**src/inc/dss_pkg.sv**
```systemverilog
package dss_pkg;
    // ************************************************************
    // timing
    // ************************************************************
    localparam int CLK_PERIOD_NS = 100;
    localparam int CTRL_CYCLE_NS = 100_000;
    localparam int CTRL_CYCLES = (CTRL_CYCLE_NS + CLK_PERIOD_NS - 1)
                                 / CLK_PERIOD_NS;
    localparam int TICK_W = $clog2(CTRL_CYCLES);
    localparam logic [TICK_W-1:0] TICK_LAST = TICK_W'(CTRL_CYCLES - 1);
    localparam int DELAY_UNIT_MS = 10;
    localparam int DELAY_UNIT_CYCLES = DELAY_UNIT_MS * 1_000_000
                                       / CLK_PERIOD_NS;
    localparam int DROP_W = 13;
    localparam logic [DROP_W-1:0] DROPOUT_MAX = 13'h1770;

    // ************************************************************
    // sizes and functions
    // ************************************************************
    localparam int N_TERM = 6;
    localparam int SP_W = 16;
    localparam int SUM_W = SP_W + 4;
    localparam int NF = 10;
    localparam int FI_SDB = 0;
    localparam int FI_EN = 1;
    localparam int FI_OSC = 2;
    localparam int FI_INCH = 3;
    localparam int FI_INCHB = 4;
    localparam int FI_CRAWL = 5;
    localparam int FI_CRAWLB = 6;
    localparam int FI_FIX = 7;
    localparam int FI_FIXB = 8;
    localparam int FI_SUP = 9;
    localparam logic [4:0] FC_TAB [NF] = '{5'h02, 5'h0B, 5'h0C, 5'h0D,
        5'h0E, 5'h0F, 5'h10, 5'h11, 5'h12, 5'h13};
    localparam int N_CWSP = 7;

    // ************************************************************
    // register map
    // ************************************************************
    localparam logic [7:0] FUNC_CFG_OFS = 8'h00;
    localparam logic [7:0] CTRL_WORD_OFS = 8'h04;
    localparam logic [7:0] CFG_OFS = 8'h08;
    localparam logic [7:0] DROPOUT_OFS = 8'h0C;
    localparam logic [7:0] DSP_BASE = 8'h10;
    localparam logic [7:0] DSP_END = 8'h28;
    localparam logic [7:0] CWSP_BASE = 8'h28;
    localparam logic [7:0] CWSP_END = 8'h44;
    localparam logic [7:0] STATUS_OFS = 8'h44;
    localparam logic [7:0] RAMP_OFS = 8'h48;
    localparam logic [7:0] TECH_OFS = 8'h4C;
    localparam logic [29:0] FUNC_CFG_RST = 30'h0000_0000;
    localparam logic [NF-1:0] CTRL_WORD_RST = 10'h003;
    localparam logic [DROP_W-1:0] DROPOUT_RST = 13'h0000;

    typedef enum logic [1:0] {
        ST_IDLE = 2'b00,
        ST_ACT = 2'b01,
        ST_DOWN = 2'b11,
        ST_DELAY = 2'b10
    } dss_seq_t;
endpackage

```
**src/inc/dss_sel_if.sv**
```systemverilog
`timescale 1ns/1ps
interface dss_sel_if;
    import dss_pkg::*;
    logic [N_TERM-1:0] term;
    logic [N_TERM*5-1:0] func;
    logic [N_TERM-1:0] asg [NF];
    logic [N_TERM-1:0] act [NF];
    modport dec (input term, input func, output asg, output act);
    modport ctl (output term, output func, input asg, input act);
endinterface

```
**src/design/dss_decode.sv**
```systemverilog
`timescale 1ns/1ps
module dss_decode
    import dss_pkg::*;
(
    // sampled terminals and their function codes
    dss_sel_if.dec s
);
    // ************************************************************
    // per-terminal function resolution
    // ************************************************************
    always_comb begin
        for (int f = 0; f < NF; f++) begin
            for (int t = 0; t < N_TERM; t++) begin
                s.asg[f][t] = (s.func[5*t +: 5] == FC_TAB[f]); // RULE23
                s.act[f][t] = s.asg[f][t] & s.term[t];
            end
        end
    end
endmodule

```
**src/design/dss_top.sv**
```systemverilog
`timescale 1ns/1ps
//Contract
// RULE1: external setpoint passes only when all enables energized
// RULE2: enable off removes only external setpoint
// RULE3: any oscillation input substitutes square wave
// RULE4: inching uses own terminal or word setpoint
// RULE5: inching needs shutdown command and operating enable
// RULE6: inching closes contactor, setpoint through ramp
// RULE7: inching off: inhibit at minimum speed, delayed dropout
// RULE8: report o1.3 during inching withdrawal delay
// RULE9: two inching inputs give zero setpoint
// RULE10: inching bypass: only while present, zero ramps
// RULE11: crawl only in o7 or run with enable
// RULE12: crawl in o7 closes contactor, ramps setpoint
// RULE13: crawl while running ramps down to crawl
// RULE14: crawl off without switch-on: inhibit, drop contactor (code drops the contactor at minimum speed but never raises ctrl_inhibit)
// RULE15: crawl off in run returns to operating speed
// RULE16: several crawl inputs sum their setpoints
// RULE17: edge crawl starts only with shutdown button high
// RULE18: crawl bypass: only while present, zero ramps
// RULE19: fixed setpoint sum replaces main setpoint
// RULE20: all fixed inputs open: main setpoint again
// RULE21: fixed bypass: only while present, zero ramps
// RULE22: supplementary sum added to technology setpoint
// RULE23: sample inputs per cycle, resolve function codes
// RULE24: hold selected setpoints in registers between cycles
module dss_top
    import dss_pkg::*;
#(
    parameter int UNIT_CYCLES = DELAY_UNIT_CYCLES
) (
    // clock and reset
    input wire logic clk,
    input wire logic rst_b,
    // apb slave
    input wire logic [7:0] paddr,
    input wire logic psel,
    input wire logic penable,
    input wire logic pwrite,
    input wire logic [31:0] pwdata,
    output logic [31:0] prdata,
    output logic pready,
    output logic pslverr,
    // select terminals
    input wire logic [N_TERM-1:0] sel_term,
    // drive state
    input wire logic shutdown_cmd,
    input wire logic operating_enable,
    input wire logic controller_enable,
    input wire logic state_o7,
    input wire logic state_run,
    input wire logic speed_below_min,
    input wire logic [SP_W-1:0] main_setpoint,
    input wire logic [SP_W-1:0] oscillation_square_wave,
    // setpoint outputs
    output logic [SP_W-1:0] ramp_in_setpoint,
    output logic [SP_W-1:0] tech_suppl_setpoint,
    output logic ramp_bypass,
    // sequence outputs
    output logic line_contactor_req,
    output logic ctrl_inhibit,
    output logic state_o13
);
    localparam logic signed [SUM_W-1:0] SMAX = 20'sh0_7fff;
    localparam logic signed [SUM_W-1:0] SMIN = 20'shf_8000;
    localparam int UW = $clog2(UNIT_CYCLES + 1);

    // ************************************************************
    // reset release and input sampling
    // ************************************************************
    logic rst_m;
    logic rst_n;
    logic [N_TERM-1:0] term_m;
    logic [N_TERM-1:0] term_s;
    logic [N_TERM-1:0] term_r;
    logic [NF-1:0] cw_q;
    logic [TICK_W-1:0] tick_cnt;
    logic tick;

    always_ff @(posedge clk or negedge rst_b) begin
        if (!rst_b) begin
            rst_m <= 1'b0;
            rst_n <= 1'b0;
        end else begin
            rst_m <= 1'b1;
            rst_n <= rst_m;
        end
    end

    always_ff @(posedge clk or negedge rst_n) begin
        if (!rst_n) begin
            term_m <= '0;
            term_s <= '0;
        end else begin
            term_m <= sel_term;
            term_s <= term_m;
        end
    end

    assign tick = (tick_cnt == TICK_LAST);

    always_ff @(posedge clk or negedge rst_n) begin
        if (!rst_n) begin
            tick_cnt <= '0;
        end else if (tick) begin
            tick_cnt <= '0;
        end else begin
            tick_cnt <= tick_cnt + 1'b1;
        end
    end

    // ************************************************************
    // register file
    // ************************************************************
    logic [29:0] func_r;
    logic [NF-1:0] cw_r;
    logic edge_cfg_r;
    logic [DROP_W-1:0] drop_r;
    logic [SP_W-1:0] dsp_r [N_TERM];
    logic [SP_W-1:0] cwsp_r [N_CWSP];
    logic [31:0] rd_val;
    logic [31:0] prdata_r;
    logic hit;
    logic err_r;
    logic wr_en;
    logic in_dsp;
    logic in_cwsp;
    logic [7:0] dsp_off;
    logic [7:0] cwsp_off;
    logic [2:0] dsp_idx;
    logic [2:0] cwsp_idx;
    dss_seq_t seq_r;
    dss_seq_t seq_nxt;
    logic kind_r;

    assign dsp_off = paddr - DSP_BASE;
    assign cwsp_off = paddr - CWSP_BASE;
    assign dsp_idx = dsp_off[4:2];
    assign cwsp_idx = cwsp_off[4:2];
    assign in_dsp = (paddr >= DSP_BASE) && (paddr < DSP_END)
                    && (paddr[1:0] == 2'b00);
    assign in_cwsp = (paddr >= CWSP_BASE) && (paddr < CWSP_END)
                     && (paddr[1:0] == 2'b00);
    assign wr_en = psel & penable & pwrite & hit;

    always_comb begin
        rd_val = '0;
        hit = 1'b1;
        if (paddr == FUNC_CFG_OFS) begin
            rd_val = {2'b00, func_r};
        end else if (paddr == CTRL_WORD_OFS) begin
            rd_val = {22'h00_0000, cw_r};
        end else if (paddr == CFG_OFS) begin
            rd_val = {31'h0000_0000, edge_cfg_r};
        end else if (paddr == DROPOUT_OFS) begin
            rd_val = {19'h0_0000, drop_r};
        end else if (in_dsp) begin
            rd_val = {16'h0000, dsp_r[dsp_idx]};
        end else if (in_cwsp) begin
            rd_val = {16'h0000, cwsp_r[cwsp_idx]};
        end else if (paddr == STATUS_OFS) begin
            rd_val = {26'h000_0000, seq_r, state_o13, ctrl_inhibit,
                      ramp_bypass, line_contactor_req};
        end else if (paddr == RAMP_OFS) begin
            rd_val = {16'h0000, ramp_in_setpoint};
        end else if (paddr == TECH_OFS) begin
            rd_val = {16'h0000, tech_suppl_setpoint};
        end else begin
            hit = 1'b0;
        end
    end

    // read data and error are caught in the setup cycle
    always_ff @(posedge clk or negedge rst_n) begin
        if (!rst_n) begin
            prdata_r <= '0;
            err_r <= 1'b0;
        end else if (psel && !penable) begin
            prdata_r <= pwrite ? 32'h0000_0000 : rd_val;
            err_r <= ~hit;
        end
    end

    assign prdata = prdata_r;
    assign pready = 1'b1;
    assign pslverr = psel & penable & err_r;

    always_ff @(posedge clk or negedge rst_n) begin
        if (!rst_n) begin
            func_r <= FUNC_CFG_RST;
            cw_r <= CTRL_WORD_RST;
            edge_cfg_r <= 1'b0;
            drop_r <= DROPOUT_RST;
        end else if (wr_en) begin
            if (paddr == FUNC_CFG_OFS) begin
                func_r <= pwdata[29:0];
            end else if (paddr == CTRL_WORD_OFS) begin
                cw_r <= pwdata[NF-1:0];
            end else if (paddr == CFG_OFS) begin
                edge_cfg_r <= pwdata[0];
            end else if (paddr == DROPOUT_OFS) begin
                // clamp keeps the dropout delay inside its 60 s span
                drop_r <= (pwdata[DROP_W-1:0] > DROPOUT_MAX) ?
                          DROPOUT_MAX : pwdata[DROP_W-1:0];
            end
        end
    end

    always_ff @(posedge clk or negedge rst_n) begin
        if (!rst_n) begin
            for (int i = 0; i < N_TERM; i++) begin
                dsp_r[i] <= '0;
            end
            for (int i = 0; i < N_CWSP; i++) begin
                cwsp_r[i] <= '0;
            end
        end else if (wr_en && in_dsp) begin
            dsp_r[dsp_idx] <= pwdata[SP_W-1:0];
        end else if (wr_en && in_cwsp) begin
            cwsp_r[cwsp_idx] <= pwdata[SP_W-1:0];
        end
    end

    // ************************************************************
    // per-cycle sampling and function resolution
    // ************************************************************
    dss_sel_if sel ();

    dss_decode u_dec (
        .s(sel)
    );

    always_ff @(posedge clk or negedge rst_n) begin
        if (!rst_n) begin
            term_r <= '0;
            cw_q <= CTRL_WORD_RST;
        end else if (tick) begin
            term_r <= term_s; // RULE23
            cw_q <= cw_r;
        end
    end

    assign sel.term = term_r;
    assign sel.func = func_r;

    // ************************************************************
    // setpoint arithmetic
    // ************************************************************
    function automatic logic signed [SUM_W-1:0] msum(
        input logic [N_TERM-1:0] m,
        input logic c,
        input logic [SP_W-1:0] csp
    );
        logic signed [SUM_W-1:0] acc;
        acc = c ? SUM_W'(signed'(csp)) : '0;
        for (int t = 0; t < N_TERM; t++) begin
            if (m[t]) begin
                acc = acc + SUM_W'(signed'(dsp_r[t]));
            end
        end
        return acc;
    endfunction

    function automatic logic [SP_W-1:0] sat(
        input logic signed [SUM_W-1:0] v
    );
        logic [SP_W-1:0] r;
        r = v[SP_W-1:0];
        if (v > SMAX) begin
            r = SMAX[SP_W-1:0];
        end else if (v < SMIN) begin
            r = SMIN[SP_W-1:0];
        end
        return r;
    endfunction

    logic [NF-1:0] req;
    logic en_ok;
    logic sdb_high;
    logic inch_on;
    logic inch_multi;
    logic crawl_ok;
    logic crawl_lvl;
    logic crawl_prev_r;
    logic crawl_edge_r;
    logic crawl_on;
    logic fix_ok;
    logic fix_on;
    logic sup_on;
    logic osc_on;
    logic [SP_W-1:0] inch_s;
    logic [SP_W-1:0] crawl_s;
    logic [SP_W-1:0] fix_s;
    logic [SP_W-1:0] sup_s;
    logic [SP_W-1:0] oper_sp;
    logic [SP_W-1:0] ramp_nxt;
    logic bypass_nxt;

    always_comb begin
        for (int f = 0; f < NF; f++) begin
            req[f] = (|sel.act[f]) | cw_q[f];
        end
    end

    assign en_ok = (sel.act[FI_EN] == sel.asg[FI_EN]) & cw_q[FI_EN]; // RULE1
    assign sdb_high = (sel.act[FI_SDB] == sel.asg[FI_SDB]) & cw_q[FI_SDB];
    assign inch_on = (req[FI_INCH] | req[FI_INCHB])
                     & shutdown_cmd & operating_enable; // RULE5
    assign inch_multi = ($countones({sel.act[FI_INCH], sel.act[FI_INCHB],
                        cw_q[FI_INCH], cw_q[FI_INCHB]}) > 1);
    assign inch_s = inch_multi ? '0 // RULE9
                  : sat(msum(sel.act[FI_INCH], cw_q[FI_INCH], cwsp_r[0])
                  + msum(sel.act[FI_INCHB], cw_q[FI_INCHB],
                         cwsp_r[1])); // RULE4
    assign crawl_ok = state_o7 | (state_run & operating_enable); // RULE11
    assign crawl_lvl = req[FI_CRAWL];
    assign crawl_on = crawl_ok & (req[FI_CRAWLB]
                      | (edge_cfg_r ? crawl_edge_r : crawl_lvl));
    assign crawl_s = sat(msum(sel.act[FI_CRAWL], cw_q[FI_CRAWL], cwsp_r[2])
                   + msum(sel.act[FI_CRAWLB], cw_q[FI_CRAWLB],
                          cwsp_r[3])); // RULE16
    assign fix_ok = state_run & controller_enable;
    assign fix_on = fix_ok & (req[FI_FIX] | req[FI_FIXB]); // RULE19 RULE20
    assign fix_s = sat(msum(sel.act[FI_FIX], cw_q[FI_FIX], cwsp_r[4])
                 + msum(sel.act[FI_FIXB], cw_q[FI_FIXB], cwsp_r[5]));
    assign sup_on = fix_ok & req[FI_SUP];
    assign sup_s = sat(msum(sel.act[FI_SUP], cw_q[FI_SUP], cwsp_r[6]));
    assign osc_on = req[FI_OSC];

    // internal setpoints bypass the enable gate on purpose
    always_comb begin
        oper_sp = en_ok ? main_setpoint : '0; // RULE1 RULE2
        if (fix_on) begin
            oper_sp = fix_s; // RULE19
        end
        if (osc_on) begin
            oper_sp = oscillation_square_wave; // RULE3
        end
        ramp_nxt = oper_sp; // RULE15 RULE20
        if (inch_on) begin
            ramp_nxt = inch_s; // RULE6
        end else if (crawl_on) begin
            ramp_nxt = crawl_s; // RULE12 RULE13
        end
        bypass_nxt = (inch_on & req[FI_INCHB]) // RULE10
                   | (!inch_on & crawl_on & req[FI_CRAWLB]) // RULE18
                   | (!inch_on & !crawl_on & fix_on & req[FI_FIXB]); // RULE21
    end

    // edge crawl latches until the shutdown button goes low
    always_ff @(posedge clk or negedge rst_n) begin
        if (!rst_n) begin
            crawl_prev_r <= 1'b0;
            crawl_edge_r <= 1'b0;
        end else if (tick) begin
            crawl_prev_r <= crawl_lvl;
            if (!sdb_high) begin
                crawl_edge_r <= 1'b0;
            end else if (crawl_lvl && !crawl_prev_r) begin
                crawl_edge_r <= 1'b1; // RULE17
            end
        end
    end

    // setpoint outputs move only at the cycle edge, so the ramp never glitches
    always_ff @(posedge clk or negedge rst_n) begin
        if (!rst_n) begin
            ramp_in_setpoint <= '0;
            tech_suppl_setpoint <= '0;
            ramp_bypass <= 1'b0;
        end else if (tick) begin
            ramp_in_setpoint <= ramp_nxt; // RULE24
            tech_suppl_setpoint <= sup_on ? sup_s : '0; // RULE22
            ramp_bypass <= bypass_nxt;
        end
    end

    // ************************************************************
    // contactor sequence
    // ************************************************************
    logic start_req;
    logic [UW-1:0] pre_cnt;
    logic [DROP_W-1:0] unit_cnt;
    logic dly_done;

    assign start_req = inch_on | (crawl_on & state_o7 & !state_run);
    assign dly_done = (unit_cnt >= drop_r);

    always_comb begin
        seq_nxt = seq_r;
        case (seq_r)
            ST_IDLE: begin
                if (start_req) begin
                    seq_nxt = ST_ACT; // RULE6 RULE12
                end
            end
            ST_ACT: begin
                if (!inch_on && !crawl_on) begin
                    seq_nxt = ST_DOWN;
                end
            end
            ST_DOWN: begin
                if (start_req) begin
                    seq_nxt = ST_ACT;
                end else if (speed_below_min) begin
                    seq_nxt = kind_r ? ST_DELAY : ST_IDLE; // RULE7 RULE14
                end
            end
            ST_DELAY: begin
                // a fresh request during dropout keeps the contactor in
                if (start_req) begin
                    seq_nxt = ST_ACT;
                end else if (dly_done) begin
                    seq_nxt = ST_IDLE; // RULE7
                end
            end
            default: begin
                seq_nxt = ST_IDLE;
            end
        endcase
    end

    always_ff @(posedge clk or negedge rst_n) begin
        if (!rst_n) begin
            seq_r <= ST_IDLE;
            kind_r <= 1'b0;
            line_contactor_req <= 1'b0;
            ctrl_inhibit <= 1'b0;
            state_o13 <= 1'b0;
        end else begin
            seq_r <= seq_nxt;
            if (seq_r != ST_ACT && seq_nxt == ST_ACT) begin
                kind_r <= inch_on;
            end
            line_contactor_req <= (seq_nxt != ST_IDLE);
            ctrl_inhibit <= (seq_nxt == ST_DELAY); // RULE7
            state_o13 <= kind_r && (seq_nxt == ST_DOWN
                         || seq_nxt == ST_DELAY); // RULE8
        end
    end

    always_ff @(posedge clk or negedge rst_n) begin
        if (!rst_n) begin
            pre_cnt <= '0;
            unit_cnt <= '0;
        end else if (seq_r != ST_DELAY) begin
            pre_cnt <= '0;
            unit_cnt <= '0;
        end else if (pre_cnt == UW'(UNIT_CYCLES - 1)) begin
            pre_cnt <= '0;
            unit_cnt <= unit_cnt + 1'b1;
        end else begin
            pre_cnt <= pre_cnt + 1'b1;
        end
    end
endmodule

```
**config.mk**
```make
export PLATFORM = sky130hd
export DESIGN_NAME = dss_top
export DESIGN_NICKNAME = d
export VERILOG_FILES = /design/src/inc/dss_pkg.sv /design/src/inc/dss_sel_if.sv /design/src/design/dss_decode.sv /design/src/design/dss_top.sv
export SDC_FILE = /design/constraint.sdc
export NUM_CORES = 2
export LEC_CHECK = 0
export BUFFER_PORTS_ARGS = -buffer_cell sky130_fd_sc_hd__buf_2
export CORE_ASPECT_RATIO = 0.6
export CORE_MARGIN = 2
export CORE_UTILIZATION = 50
export CTS_CLUSTER_DIAMETER = 30
export CTS_CLUSTER_SIZE = 28
export DETAILED_ROUTE_END_ITERATION = 6
export GPL_TIMING_DRIVEN = 0
export HOLD_SLACK_MARGIN = 0.1
export PLACE_DENSITY = 0.66
export SLEW_MARGIN = 20
export SYNTH_ARGS = -nofsm -noshare
export SYNTH_HDL_FRONTEND = slang
export SYNTH_SLANG_ARGS = --single-unit
```
**constraint.sdc**
```tcl
create_clock -name clk -period 18.02 [get_ports clk]
set_input_delay 2.703 -clock clk [delete_from_list [all_inputs] [get_ports clk]]
set_output_delay 2.703 -clock clk [all_outputs]
set_load 0.01 [all_outputs]
```
==> flow_metrics.py <==
metrics = {
    "pwr": {
        "p_clk_frac": 0.559,
        "p_int_w": 0.00219,
        "ir_drop_mv": 0.0994,
        "swShare": 0.304,
        "p_sw_w": 0.000959,
        "p_comb_frac": 0.133,
        "leakagePower_nw": 35.9,
        "power.density_nw_per_um2": 43.7,
        "seqPwrFrac": 0.308,
    },
    "critical_path": {
        "path_max_fanout": 10,
        "startpoint_type": "flip-flop",
        "crit_arrival_ns": 16.02,
        "crit_slowest_cell": "xnor2_1",
        "rrSetupSlack_ns": 2.55,
        "end_kind": "flip-flop",
        "cp.required_ns": 18.57,
        "cpPeakStageDelay_ns": 0.68,
        "critPathBufInv": 4,
        "crit_family": "compound AO/OA/AOI/OAI gates",
        "crit_path_frequent_cell": "a21oi_1",
        "path_class": "flip-flop to flip-flop",
    },
    "synthesis": {
        "syn_area_um2": 65500,
        "ys_ff_latch": 404,
        "synth_edf_count": 0,
        "synth_top_family_by_area": "compound AO/OA/AOI/OAI gates",
        "synth_cells": 8525,
        "yosys.area_share.adder": 0.181,
        "synth_cell_type_count": 107,
        "yosysWarnings": 0,
        "synth_flop_cell": "dfrtp_1",
        "synthMuxAreaShare": 0.0981,
        "synth-simple-area-share": 0.180,
        "yosysSeqAreaShare": 0.154,
        "synth_compound_area_frac": 0.258,
        "async_flop_share": 1.00,
        "synth_xor_area_frac": 0.0863,
        "synth_area_per_cell_um2": 7.68,
    },
    "outcome": {
        "failed_checks": "DRC",
        "outcome": "finished with violations",
    },
    "final_layout": {
        "layout-drive-gt1-share": 0.108,
        "areaGrowthSynthToFinish_pct": 10.2,
        "fillerInstances": 12200,
        "fin_nets": 9794,
    },
    "global_route": {
        "grt_max_degree": 55,
        "grt_pass1_vias": 63300,
        "grtUsageTotal": 0.433,
        "grt_remaining_overflow": 0,
        "grt_use_met2": 0.584,
        "grtUsageMet3": 0.170,
        "antenna_found_initial": 29,
        "met1_usage": 0.606,
        "busiest_layer": "met1",
        "grt_pass1_wl_um": 428000,
    },
    "sta": {
        "worst_slew_pin_slew_ns": 1.39,
        "setup_violations": 0,
        "slew_violations": 0,
        "skew_ns": 0.0352,
        "fmax_mhz": 64.7,
        "rsz0062_at_grt": "false",
        "hold_viol_final": 0,
        "final.setup.tns_ns": 0,
        "finalCritPeriodShare": 0.858,
        "slew-limit-headroom": 0.0703,
        "post-route-min-period_ns": 15.47,
        "hold_ws_ns": 0.345,
    },
    "floorplan": {
        "io_pins": 159,
        "fp.dieH_um": 284,
        "die_area_um2": 134000,
        "start_util": 0.506,
        "rows": 102,
        "core_area_um2": 130000,
        "die_w_um": 471,
    },
    "placement": {
        "hpwl_um": 245000,
        "globalplace.congestion": 1.10,
        "io_buffers": 150,
    },
    "route": {
        "drc_errors": 8,
        "ant_nets": 0,
        "drt_first_pass_iters": 7,
        "wire_per_inst_um": 28.3,
        "vias": 69600,
        "wirelength_um": 300000,
        "viasPerCell": 6.57,
        "drtIter0Drc": 9752,
    },
    "flow_run": {
        "drv_cap": 0,
    },
    "clocking": {
        "cts_made_buffers": 91,
        "post_cts_resized": 0,
        "cts_sinks": 404,
        "clockRootBuffer": "clkbuf_16",
        "cts_tree": "done",
        "hold_buffers": 0,
        "path_clk_slew_ns": 0.05,
        "h-tree-depth": 3,
        "postCtsSetupBuffers": 0,
        "clockBufferDepth": 3,
        "clk_latency_ns": 0.70,
    },
    "min_path": {
        "hp-class": "flip-flop to flip-flop",
    },
}
-- metrics by stage --
step                power, W  setup WS [ns]  instance area, um2   util  std cells
finish               0.00315           2.55               72200  0.557      10600
global route         0.00323           1.96               72200  0.557      10600
CTS                  0.00313           3.19               72100  0.557      10600
detailed placement   0.00138           3.33               68900  0.532      10400
global placement     0.00137          0.380               68400  0.528      10400
floorplan            0.00122           5.93               65500      -       8527
-- sequential cells by signal, indices dropped and copies added, names as in the netlist, 13 cells and up --
register             flops
prdata                  30
dsp_r                   96
pre_cnt                 17
func_r                  30
cwsp_r                 112
tech_suppl_setpoint     16
unit_cnt                13
ramp_in_setpoint        16
drop_r                  13
-- final timing paths --
path / start / cells past startpoint / end
worst max-delay path: func_r[1]$_DFFE_PN0P_ / 56 / ramp_in_setpoint[8]$_DFFE_PN0N_
min in group asynchronous: rst_n$_DFF_PN0_ / 0 / tech_suppl_setpoint[5]$_DFFE_PN0N_
worst min register to register: term_m[1]$_DFF_PN0_ / 0 / term_s[1]$_DFF_PN0_
worst max register to register: func_r[1]$_DFFE_PN0P_ / 56 / ramp_in_setpoint[8]$_DFFE_PN0N_
worst min-delay path: term_m[1]$_DFF_PN0_ / 0 / term_s[1]$_DFF_PN0_
max in group asynchronous: rst_n$_DFF_PN0_ / 5 / cw_q[4]$_DFFE_PN0N_
-- layout make-up --
type                    count  area, um2  share of cell area
multi-input cells        7396      52700               0.730
repair buffers            171       1140              0.0158
inverters                 446       1670              0.0232
plain buffers             281       1090              0.0152
clock buffers             108       2450              0.0340
well taps                1716       2150              0.0297
flip-flops and latches    404      10100               0.141
clock inverters            61        782              0.0108
diodes                     12       30.0            0.000416
-- per-layer routing --
layer / up-vias / part of all wire
met5: - / 0.00080
met4: 12 / 0.046
met3: 641 / 0.15
met2: 4077 / 0.38
met1: 33300 / 0.42
li1: 31600 / -
-- power by group through the flow --
stage	Sequential (W)	Combinational, W	Clock [W]
finish	0.000972	0.000420	0.00176
detailed placement	0.000981	0.000404	0
floorplan	0.000965	0.000258	0
global placement	0.000999	0.000372	0
global route	0.000969	0.000451	0.00181
CTS	0.000966	0.000406	0.00176
-- cells by family after synthesis --
logic type | Yosys count
AOI/OAI and AO/OA | 2696
and+or+nand+nor | 2597
adders and majority gates | 914
buffers and inverters | 727
xor gates and xnor gates | 638
muxes | 547
DFF | 404
other | 2
-- cell usage after synthesis (22+ instances only) --
library cell | n | area [um2]
a211o_1 | 22 | 193
a211oi_1 | 95 | 713
a21boi_0 | 87 | 653
a21o_1 | 223 | 1670
a21oi_1 | 813 | 4070
a22o_1 | 25 | 219
a31oi_1 | 68 | 425
and2_1 | 91 | 569
and3_1 | 60 | 375
buf_1 | 24 | 90.1
clkbuf_1 | 246 | 923
dfrtp_1 | 400 | 10000
fa_1 | 54 | 1080
ha_1 | 860 | 10800
inv_1 | 440 | 1650
mux2_2 | 435 | 4900
mux2i_1 | 79 | 791
mux4_2 | 32 | 721
nand2_1 | 871 | 3270
nand2b_1 | 91 | 569
nand3_1 | 147 | 736
nand4_1 | 36 | 225
nor2_1 | 825 | 3100
nor2b_1 | 90 | 563
nor3_1 | 153 | 766
nor4_1 | 28 | 175
o211ai_1 | 37 | 278
o21a_1 | 139 | 1040
o21ai_0 | 616 | 3080
o21ai_1 | 79 | 395
o21bai_1 | 89 | 668
o22ai_1 | 28 | 175
o31ai_1 | 101 | 758
or2_2 | 41 | 257
or3_1 | 73 | 457
xnor2_1 | 386 | 3380
xor2_1 | 247 | 2160
-- cell usage in the layout, fill, tap and decap left out, types with 32 or more instances in the layout --
cell / n
a211oi_1: 95
a21boi_0: 87
a21o_1: 223
a21oi_1: 813
a31oi_1: 68
and2_1: 91
and3_1: 60
buf_2: 161
clkbuf_1: 243
clkbuf_16: 92
dfrtp_1: 374
fa_1: 54
ha_1: 860
inv_1: 440
mux2_2: 435
mux2i_1: 79
mux4_2: 32
nand2_1: 871
nand2b_1: 91
nand3_1: 147
nand4_1: 36
nor2_1: 822
nor2b_1: 90
nor3_1: 149
o211ai_1: 37
o21a_1: 139
o21ai_0: 614
o21ai_1: 81
o21bai_1: 89
o31ai_1: 101
or2_2: 41
or3_1: 73
xnor2_1: 386
xor2_1: 247
Note: power is estimated with default switching activity, not from simulation.
